--- src/logic/opam_pkg.sv ---
package opam_pkg;
  // Programming modes
  typedef enum logic [2:0]
  {
    OPAM_MODE_IDLE   = 3'b001,
    OPAM_MODE_SLAVE  = 3'b010,
    OPAM_MODE_SERIAL = 3'b100
  } opam_mode_type;

  // Slave programming cell addresses
  localparam logic [15:0] ADDR_PROTECTION_FUSE = 16'h0778;
  localparam logic [15:0] ADDR_ANALYSIS_A      = 16'h0758;
  localparam logic [15:0] ADDR_ANALYSIS_B      = 16'h0718;
  // Auto programming addresses
  localparam logic [15:0] ADDR_PULSE_LOW       = 16'h4014;
  localparam logic [15:0] ADDR_PULSE_HIGH      = 16'h4015;
  localparam logic [15:0] AUTO_WINDOW_BASE     = 16'h4000;
  localparam logic [2:0]  AUTO_LAST_CHUNK      = 3'h3;
  localparam logic [13:0] AUTO_HALF_LIMIT      = 14'h1fff;
  // Serial windows
  localparam logic [15:0] BANK0_WINDOW_BASE    = 16'ha000;
  localparam logic [15:0] BANK1_WINDOW_BASE    = 16'h8000;
  localparam logic [15:0] BANK_REG_ADDR        = 16'h1ff9;
  localparam logic [7:0]  BANK_REG_RESET       = 8'h00;
  localparam logic [7:0]  BANK_VALUE_LOW       = 8'h00;
  localparam logic [7:0]  BANK_VALUE_HIGH      = 8'h80;
  localparam int          BANK_SEL_BIT         = 7;
  // Monitor command codes
  localparam logic [7:0]  CMD_ESCAPE           = 8'h00;
  localparam logic [7:0]  CMD_WRITE_BYTE       = 8'h07;
  localparam logic [7:0]  CMD_MOVE_TO_ADDRESS  = 8'h0a;
  localparam logic [7:0]  CMD_LIMIT            = 8'h1f;
  // Internal OTP offsets (relative to array start)
  localparam logic [15:0] OTP_UPPER_OFFSET     = 16'h6000;
endpackage

--- src/logic/opam_sync.sv ---
`timescale 1ns/1ps
`default_nettype none
module opam_sync
#(
  parameter int WIDTH = 1
)
(
  input  wire logic             clk_sys,
  input  wire logic             rst_n,
  input  wire logic [WIDTH-1:0] din,
  output logic      [WIDTH-1:0] dout
);
  logic [WIDTH-1:0] st1;
  logic [WIDTH-1:0] st2;
  logic [WIDTH-1:0] st3;
  logic [WIDTH-1:0] next_dout;

  // Accept a change only when the two later stages agree
  always_comb
  begin
    next_dout = dout;
    if (st2 == st3)
    begin
      next_dout = st3;
    end
  end

  always_ff @(posedge clk_sys or negedge rst_n)
  begin
    if (!rst_n)
    begin
      st1  <= '0;
      st2  <= '0;
      st3  <= '0;
      dout <= '0;
    end
    else
    begin
      st1  <= din;
      st2  <= st1;
      st3  <= st2;
      dout <= next_dout;
    end
  end
endmodule
`default_nettype wire

--- src/logic/opam_cells.sv ---
`timescale 1ns/1ps
`default_nettype none
module opam_cells
#(
  parameter int CELLS = 3
)
(
  input  wire logic             clk_sys,
  input  wire logic             rst_n,
  input  wire logic [CELLS-1:0] program_en,
  output logic      [CELLS-1:0] cell_set
);
  logic [CELLS-1:0] next_cell_set;

  // Cells only ever set; there is no clear path
  generate
    for (genvar i = 0; i < CELLS; i++)
    begin : g_cell
      always_comb
      begin
        next_cell_set[i] = cell_set[i] | program_en[i];
      end
    end
  endgenerate

  always_ff @(posedge clk_sys or negedge rst_n)
  begin
    if (!rst_n)
    begin
      cell_set <= '0;
    end
    else
    begin
      cell_set <= next_cell_set;
    end
  end
endmodule
`default_nettype wire

--- src/logic/opam_top.sv ---
// What this block does
// - Slave mode decodes fuse cell 0778H and analysis cells 0758H, 0718H.
// - Programmed analysis cells stay set forever; analysis features disabled.
// - Auto mode fetches pulse width low byte 4014H, high byte 4015H.
// - Auto mode shows 16K chunks on 4000-7FFFH; port 1 bits pick chunk.
// - Serial bank 0 maps lower 24K onto A000-FFFFH.
// - Serial bank 1 maps upper 32K onto 8000-FFFFH.
// - Bank chosen by MSB of byte register at PROGRAMMING_BANK_SELECT.
// - Only 00H or 80H allowed; other values enter test mode.
// - Monitor: data shifts in, 0A moves to address, 07 writes byte.
// - Bytes below 1FH are commands unless escaped by command 00.
`timescale 1ns/1ps
`default_nettype none
module opam_top
(
  input  wire logic                   clk_sys,
  input  wire logic                   rst_n,
  input  wire opam_pkg::opam_mode_type mode,
  input  wire logic                   slave_wr,
  input  wire logic [15:0]            slave_addr,
  input  wire logic                   auto_active,
  input  wire logic                   auto_fetch_pw,
  input  wire logic                   auto_pw_high,
  input  wire logic [15:0]            auto_otp_addr,
  input  wire logic [7:0]             ext_data,
  input  wire logic                   ext_data_valid,
  input  wire logic                   rx_valid,
  input  wire logic [7:0]             rx_byte,
  input  wire logic [15:0]            window_addr,
  output logic [15:0]                 ext_addr,
  output logic [2:0]                  port1_chunk,
  output logic [15:0]                 pulse_width_value,
  output logic                        protection_fuse_cell,
  output logic                        analysis_disable_cell_a,
  output logic                        analysis_disable_cell_b,
  output logic                        analysis_enable,
  output logic [7:0]                  programming_bank_select,
  output logic                        test_mode,
  output logic [15:0]                 mon_addr,
  output logic [15:0]                 otp_index,
  output logic                        otp_hit,
  output logic                        otp_write,
  output logic [7:0]                  otp_wdata
);
  import opam_pkg::*;

  ////////////////////////////////////////////////////////////////////////
  logic rst_meta;
  logic rst_sync_n;
  always_ff @(posedge clk_sys or negedge rst_n)
  begin
    if (!rst_n)
    begin
      rst_meta   <= 1'b0;
      rst_sync_n <= 1'b0;
    end
    else
    begin
      rst_meta   <= 1'b1;
      rst_sync_n <= rst_meta;
    end
  end

  // Pin-level mode strap passes the three-stage filter
  logic [2:0] mode_q;
  opam_sync #(.WIDTH(3)) u_mode_sync
  (
    .clk_sys (clk_sys),
    .rst_n   (rst_sync_n),
    .din     (mode),
    .dout    (mode_q)
  );
  wire logic in_slave  = mode_q == OPAM_MODE_SLAVE;
  wire logic in_serial = mode_q == OPAM_MODE_SERIAL;

  ////////////////////////////////////////////////////////////////////////
  // slave cell decode
  logic [2:0] cell_prog;
  always_comb
  begin
    cell_prog[0] = in_slave && slave_wr && slave_addr == ADDR_PROTECTION_FUSE;
    cell_prog[1] = in_slave && slave_wr && slave_addr == ADDR_ANALYSIS_A;
    cell_prog[2] = in_slave && slave_wr && slave_addr == ADDR_ANALYSIS_B;
  end

  logic [2:0] cells;
  opam_cells #(.CELLS(3)) u_cells
  (
    .clk_sys    (clk_sys),
    .rst_n      (rst_sync_n),
    .program_en (cell_prog),
    .cell_set   (cells)
  );
  // Cells model OTP; reset here stands in for power-up of blank parts
  assign protection_fuse_cell    = cells[0];
  assign analysis_disable_cell_a = cells[1];
  assign analysis_disable_cell_b = cells[2];
  assign analysis_enable = ~(cells[1] | cells[2]);

  ////////////////////////////////////////////////////////////////////////
  // Auto programming address and pulse width
  logic [15:0] next_ext_addr;
  logic [2:0]  next_port1_chunk;
  logic [15:0] next_pulse_width;
  logic        pw_pending_high;
  logic        next_pw_pending_high;

  always_comb
  begin
    next_ext_addr        = ext_addr;
    next_port1_chunk     = port1_chunk;
    next_pulse_width     = pulse_width_value;
    next_pw_pending_high = pw_pending_high;
    if (auto_active)
    begin
      if (auto_fetch_pw)
      begin
        next_ext_addr        = auto_pw_high ? ADDR_PULSE_HIGH : ADDR_PULSE_LOW;
        next_port1_chunk     = 3'h0;
        next_pw_pending_high = auto_pw_high;
      end
      else
      begin
        // chunk on port 1, window 4000-7FFFH
        next_port1_chunk = auto_otp_addr[15:14] + 3'h1;
        if (auto_otp_addr[15:14] == AUTO_LAST_CHUNK[1:0]
            && auto_otp_addr[13:0] > AUTO_HALF_LIMIT)
          next_ext_addr = AUTO_WINDOW_BASE | {3'h0, AUTO_HALF_LIMIT[12:0]};
        else
          next_ext_addr = AUTO_WINDOW_BASE | {2'h0, auto_otp_addr[13:0]};
      end
      if (ext_data_valid && auto_fetch_pw)
      begin
        if (pw_pending_high)
          next_pulse_width[15:8] = ext_data;
        else
          next_pulse_width[7:0] = ext_data;
      end
    end
  end

  always_ff @(posedge clk_sys or negedge rst_sync_n)
  begin
    if (!rst_sync_n)
    begin
      ext_addr          <= 16'h0000;
      port1_chunk       <= 3'h0;
      pulse_width_value <= 16'h0000;
      pw_pending_high   <= 1'b0;
    end
    else
    begin
      ext_addr          <= next_ext_addr;
      port1_chunk       <= next_port1_chunk;
      pulse_width_value <= next_pulse_width;
      pw_pending_high   <= next_pw_pending_high;
    end
  end

  ////////////////////////////////////////////////////////////////////////
  // Serial monitor
  logic [15:0] mon_data;
  logic [15:0] next_mon_data;
  logic [15:0] next_mon_addr;
  logic        escape;
  logic        next_escape;
  logic [7:0]  next_bank;
  logic        next_test_mode;
  logic        next_otp_write;
  logic [7:0]  next_otp_wdata;
  logic        serial_q;

  always_comb
  begin
    next_mon_data  = mon_data;
    next_mon_addr  = mon_addr;
    next_escape    = escape;
    next_bank      = programming_bank_select;
    next_test_mode = test_mode;
    next_otp_write = 1'b0;
    next_otp_wdata = otp_wdata;
    // bank 0 on entering serial mode
    if (in_serial && !serial_q)
    begin
      next_bank      = BANK_REG_RESET;
      next_escape    = 1'b0;
      next_test_mode = 1'b0;
    end
    else if (in_serial && rx_valid)
    begin
      // escaped or large byte is data
      if (escape || rx_byte >= CMD_LIMIT)
      begin
        next_mon_data = {mon_data[7:0], rx_byte};
        next_escape   = 1'b0;
      end
      else
      begin
        case (rx_byte)
          CMD_ESCAPE:          next_escape = 1'b1;
          CMD_MOVE_TO_ADDRESS: next_mon_addr = mon_data;
          CMD_WRITE_BYTE:
          begin
            if (mon_addr == BANK_REG_ADDR)
            begin
              next_bank = mon_data[7:0];
              next_test_mode = mon_data[7:0] != BANK_VALUE_LOW
                               && mon_data[7:0] != BANK_VALUE_HIGH;
            end
            else if (otp_hit)
            begin
              next_otp_write = 1'b1;
              next_otp_wdata = mon_data[7:0];
            end
          end
          default:             next_escape = 1'b0;
        endcase
      end
    end
  end

  always_ff @(posedge clk_sys or negedge rst_sync_n)
  begin
    if (!rst_sync_n)
    begin
      mon_data                <= 16'h0000;
      mon_addr                <= 16'h0000;
      escape                  <= 1'b0;
      programming_bank_select <= BANK_REG_RESET;
      test_mode               <= 1'b0;
      otp_write               <= 1'b0;
      otp_wdata               <= 8'h00;
      serial_q                <= 1'b0;
    end
    else
    begin
      mon_data                <= next_mon_data;
      mon_addr                <= next_mon_addr;
      escape                  <= next_escape;
      programming_bank_select <= next_bank;
      test_mode               <= next_test_mode;
      otp_write               <= next_otp_write;
      otp_wdata               <= next_otp_wdata;
      serial_q                <= in_serial;
    end
  end

  ////////////////////////////////////////////////////////////////////////
  // Window mapping uses the monitor address, or the window port when idle
  logic [15:0] map_addr;
  logic        bank_hi;
  always_comb
  begin
    map_addr = rx_valid ? mon_addr : window_addr;
    bank_hi   = programming_bank_select[BANK_SEL_BIT];
    otp_hit   = 1'b0;
    otp_index = 16'h0000;
    if (in_serial)
    begin
      if (bank_hi && map_addr >= BANK1_WINDOW_BASE)
      begin
        otp_hit   = 1'b1;
        otp_index = map_addr - BANK1_WINDOW_BASE + OTP_UPPER_OFFSET;
      end
      else if (!bank_hi && map_addr >= BANK0_WINDOW_BASE)
      begin
        otp_hit   = 1'b1;
        otp_index = map_addr - BANK0_WINDOW_BASE;
      end
    end
  end

  ////////////////////////////////////////////////////////////////////////
  a_cells_sticky: assert property (@(posedge clk_sys) disable iff (!rst_sync_n)
    analysis_disable_cell_b |=> analysis_disable_cell_b)
    else $error("analysis cell b cleared");
  a_cell_a_hold: assert property (@(posedge clk_sys) disable iff (!rst_sync_n)
    analysis_disable_cell_a |=> analysis_disable_cell_a)
    else $error("analysis cell a lost");
  a_cell_decode: assert property (@(posedge clk_sys) disable iff (!rst_sync_n)
    cell_prog[0] |=> protection_fuse_cell)
    else $error("fuse cell not programmed");
  a_analysis_off: assert property (@(posedge clk_sys) disable iff (!rst_sync_n)
    cell_prog[2] |=> !analysis_enable)
    else $error("analysis still enabled");
  a_pw_address: assert property (@(posedge clk_sys) disable iff (!rst_sync_n)
    auto_active && auto_fetch_pw && !auto_pw_high |=> ext_addr == 16'h4014)
    else $error("pulse width low address wrong");
  a_auto_window: assert property (@(posedge clk_sys) disable iff (!rst_sync_n)
    auto_active && !auto_fetch_pw |=> ext_addr[15:14] == 2'b01)
    else $error("auto address outside window");
  a_bank0_map: assert property (@(posedge clk_sys) disable iff (!rst_sync_n)
    in_serial && !bank_hi && map_addr == 16'ha000 |-> otp_hit && otp_index == 16'h0000)
    else $error("bank 0 mapping wrong");
  a_bank1_map: assert property (@(posedge clk_sys) disable iff (!rst_sync_n)
    in_serial && bank_hi && map_addr == 16'h8000 |-> otp_hit && otp_index == 16'h6000)
    else $error("bank 1 mapping wrong");
  a_bank_write: assert property (@(posedge clk_sys) disable iff (!rst_sync_n)
    serial_q && in_serial && rx_valid && !escape && rx_byte == 8'h07
    && mon_addr == 16'h1ff9 |=> programming_bank_select == $past(mon_data[7:0]))
    else $error("bank register not written");
  a_bad_value: assert property (@(posedge clk_sys) disable iff (!rst_sync_n)
    test_mode |-> programming_bank_select != 8'h00
    && programming_bank_select != 8'h80)
    else $error("test mode with legal value");
  a_escape_data: assert property (@(posedge clk_sys) disable iff (!rst_sync_n)
    serial_q && in_serial && rx_valid && escape |=> mon_data[7:0] == $past(rx_byte))
    else $error("escaped byte not taken as data");
  a_move_addr: assert property (@(posedge clk_sys) disable iff (!rst_sync_n)
    serial_q && in_serial && rx_valid && !escape && rx_byte == 8'h0a
    |=> mon_addr == $past(mon_data))
    else $error("address move failed");
  a_enter_bank0: assert property (@(posedge clk_sys) disable iff (!rst_sync_n)
    $rose(serial_q) |-> programming_bank_select == 8'h00)
    else $error("bank not reset on entry");

  c_bank1: cover property (@(posedge clk_sys) programming_bank_select == 8'h80);
  c_escape: cover property (@(posedge clk_sys) escape && rx_valid);
  c_otp_write: cover property (@(posedge clk_sys) otp_write);
  c_fuse: cover property (@(posedge clk_sys) protection_fuse_cell);
endmodule
`default_nettype wire

--- config.mk ---
export PLATFORM = sky130hd
export DESIGN_NAME = opam_top
export DESIGN_NICKNAME = d
export VERILOG_FILES = /design/src/logic/opam_pkg.sv /design/src/logic/opam_sync.sv /design/src/logic/opam_cells.sv /design/src/logic/opam_top.sv
export SDC_FILE = /design/constraint.sdc
export NUM_CORES = 1
export LEC_CHECK = 0
export CORE_MARGIN = 1.5
export CORE_UTILIZATION = 57
export DETAILED_ROUTE_END_ITERATION = 8
export DONT_BUFFER_PORTS = 1
export PLACE_DENSITY = 0.75
export SKIP_CTS_REPAIR_TIMING = 1
export SYNTH_ARGS = -nofsm -noshare
export SYNTH_HDL_FRONTEND = slang
export SYNTH_SLANG_ARGS = --single-unit
--- constraint.sdc ---
create_clock -name clk_sys -period 2.9 [get_ports clk_sys]
set_clock_uncertainty 0.05 [all_clocks]
set_input_delay 0.435 -clock clk_sys [delete_from_list [all_inputs] [get_ports clk_sys]]
set_output_delay 0.435 -clock clk_sys [all_outputs]
set_load 0.01 [all_outputs]
==> results.json <==
{
  "dr.first_iter.drc_count": 93,
  "yosys.area.top_type": "dfrtp_1",
  "ys_async_sr_fraction_pct": 100.0,
  "grt_max_degree": 60,
  "n_antenna_cell": 0,
  "syn-num-nets": 443,
  "grt_pass1_wl_mm": 14.23,
  "synth_commonest_cells": "104 x dfrtp_1, 72 x mux2_2, 63 x nor2_1",
  "core_um2": 7767,
  "synth_edf_count": 0,
  "hold_viol": 0,
  "fillerInstances": 622,
  "drcViolationCount": 0,
  "setup_violations": 0,
  "ctsLongestPathBuffers": 2,
  "dp.cells": 458,
  "vias": 2834,
  "die-area_um2": 8574,
  "swShare_pct": 27.52,
  "yosysWarnings": 0,
  "globalplace.congestion": 0.7957,
  "cts_tree": "done",
  "cts_root_buf": "clkbuf_8",
  "grt_pass1_vias": 2814,
  "clk_pin_slew_ns": 0.09,
  "yosysMostFrequentCell": "dfrtp_1",
  "worst_slew_pin_slew_ns": 0.7544,
  "outcome": "finished clean",
  "worstPathRequired_ns": 2.41,
  "start_util_pct": 58.91,
  "max-vdd-ir-drop_mv": 0.3838,
  "syn_area_per_cell_um2": 12.54,
  "wl_mm": 9.240,
  "syn_area_um2": 4576,
  "p_comb_share_pct": 11.0,
  "numPortBuffers": 0,
  "r2r_slack_ns": 0.45,
  "relSlewSlack_pct": 49.71,
  "drv_slew": 0,
  "clock_latency_ns": 0.35,
  "fin_crit_sh_pct": 90.02,
  "hpwl_mm": 6.654,
  "fin_cells": 475,
  "cp.arrival_ns": 2.13,
  "power_frac_seq_pct": 60.8,
  "wl_per_cell_um": 19.45,
  "drive_above_1_share_pct": 28.42,
  "die_y_um": 92.60,
  "maxCapViolations": 0,
  "syn2layout_area_growth_pct": 7.520,
  "synthTopCellsByArea": "dfrtp_1 57%, mux2_2 18%, nor2_1 5.2%, mux2i_1 5.0%, ha_1 0.82%",
  "fp-row-count": 32,
  "crit_path_end_kind": "output port",
  "drt_pass1_iterations": 4,
  "die_x_um": 92.60,
  "startpoint_type": "flip-flop",
  "via_per_inst": 5.966,
  "hold_ws_ns": 0.05867,
  "clockPowerShare_pct": 28.2,
  "yosys_register_bits": 104,
  "synthCells": 365,
  "ys_seq_area_share_pct": 56.88,
  "fin_tns_setup_ns": 0,
  "path_max_fanout": 17,
  "hp-class": "primary input to flip-flop",
  "critical_path_class": "flip-flop to output port",
  "switchingPower_uw": 867.3,
  "overflow": 0,
  "p_int_uw": 2285,
  "period_minus_slack_ns": 2.611,
  "synthDominantCellAreaShare_pct": 56.88,
  "ant_nets": 0,
  "htree_levels": 3,
  "ys.flop_type": "dfrtp_1",
  "grt_usage_pct": 21.65,
  "power.leakage_uw": 0.002226,
  "grt_setup_unrepaired": "no",
  "powerDensity_nw_per_um2": 640.7,
  "cts_buffers": 9,
  "pin_count": 165,
  "max_freq_ghz": 0.3830,
  "nets": 446,
  "clock-sinks": 104,
  "ys_types": 46,
  "antenna_found_initial": 0
}
## power groups by stage
stage	logic, uW	clock network (uW)	registers (uW)
finish	347	888	1920
global route	380	966	1950
CTS	346	915	1920
detailed placement	344	0	1950
global placement	328	0	1940
floorplan	307	0	1860
## state kept, by name, summed over array words and instances (netlist names), 3 cells and up
name	cells
otp_wdata	8
u_mode_sync.st2	3
u_cells.cell_set	3
programming_bank_select	8
port1_chunk	3
ext_addr	15
pulse_width_value	16
mon_addr	16
u_mode_sync.st1	3
u_mode_sync.st3	3
u_mode_sync.dout	3
mon_data	16
## routing by layer
metal | vias to the layer above | track usage, % | share of wire [%]
li1 | 1288 | - | -
met1 | 1403 | 25.64 | 39
met2 | 134 | 37.01 | 49
met3 | 9 | 8.539 | 10
met4 | 0 | 5.128 | 0.92
met5 | - | 0 | 0
## final timing paths
check,cells past startpoint,endpoint,startpoint
max,6,otp_index[4],mon_addr[14]
min,0,u_mode_sync.st1[1],mode[1]
max reg2reg,5,otp_wdata[5],mon_addr[14]
min reg2reg,0,u_mode_sync.st2[2],u_mode_sync.st1[2]
max in group asynchronous,1,mon_addr[7],rst_sync_n
min in group asynchronous,1,rst_sync_n,rst_n
## cells in the final DEF, fill, tap and decap left out, types with 2 or more instances in the layout
cell type,n
nor4_1,6
mux2_2,72
clkbuf_8,10
a21oi_1,5
ha_1,3
nand2_1,8
or4_1,3
buf_4,4
nand4_1,4
clkbuf_1,2
nor2_1,63
xor2_1,2
clkinvlp_4,2
nor3_2,3
nand4b_1,2
nand3_1,4
dfrtp_1,103
conb_1,2
o21ai_0,7
mux2i_1,22
nor4b_1,2
nand3b_1,4
nor3_1,5
xnor2_1,2
inv_1,7
## cells by family after synthesis
logic type | synth area share [%]
simple gates | 13.18
flops | 56.88
mux | 22.75
buf+inv | 2.188
compound gates | 3.254
xor+xnor | 0.7658
fa+ha+maj | 0.8204
other cells | 0.1641
## area by class of cell
type	count	area, um2	share of cell area (%)
timing repair buffer	6	60.06	1.221
clock inverter	4	53.80	1.094
multi-input combinational	240	1901	38.63
clock buffer	12	145.1	2.950
tap	102	127.6	2.594
inverter	7	26.28	0.5341
sequential	104	2606	52.98
## critical path: stages, from the launching register on
cell and delay, ns:
dfrtp_1 0.45, mux2i_2 0.26, ha_1 0.20, nand2_1 0.08, a2111oi_4 0.36, o21ai_4 0.18
nor2_1 0.25
## per-stage QoR
step | setup WS [ns] | power (uW) | cell area (um2) | utilization [%]
after detailed placement | 0.3098 | 2293 | 4683 | 60.29
after global routing | 0.1232 | 3293 | 4920 | 63.34
after CTS | -0.06998 | 3185 | 4882 | 62.85
after global placement | 0.3712 | 2271 | 4683 | 60.29
after floorplan | 0.2166 | 2166 | 4577 | -
final | 0.2893 | 3152 | 4920 | 63.34
(Power assumes the default switching activity.)
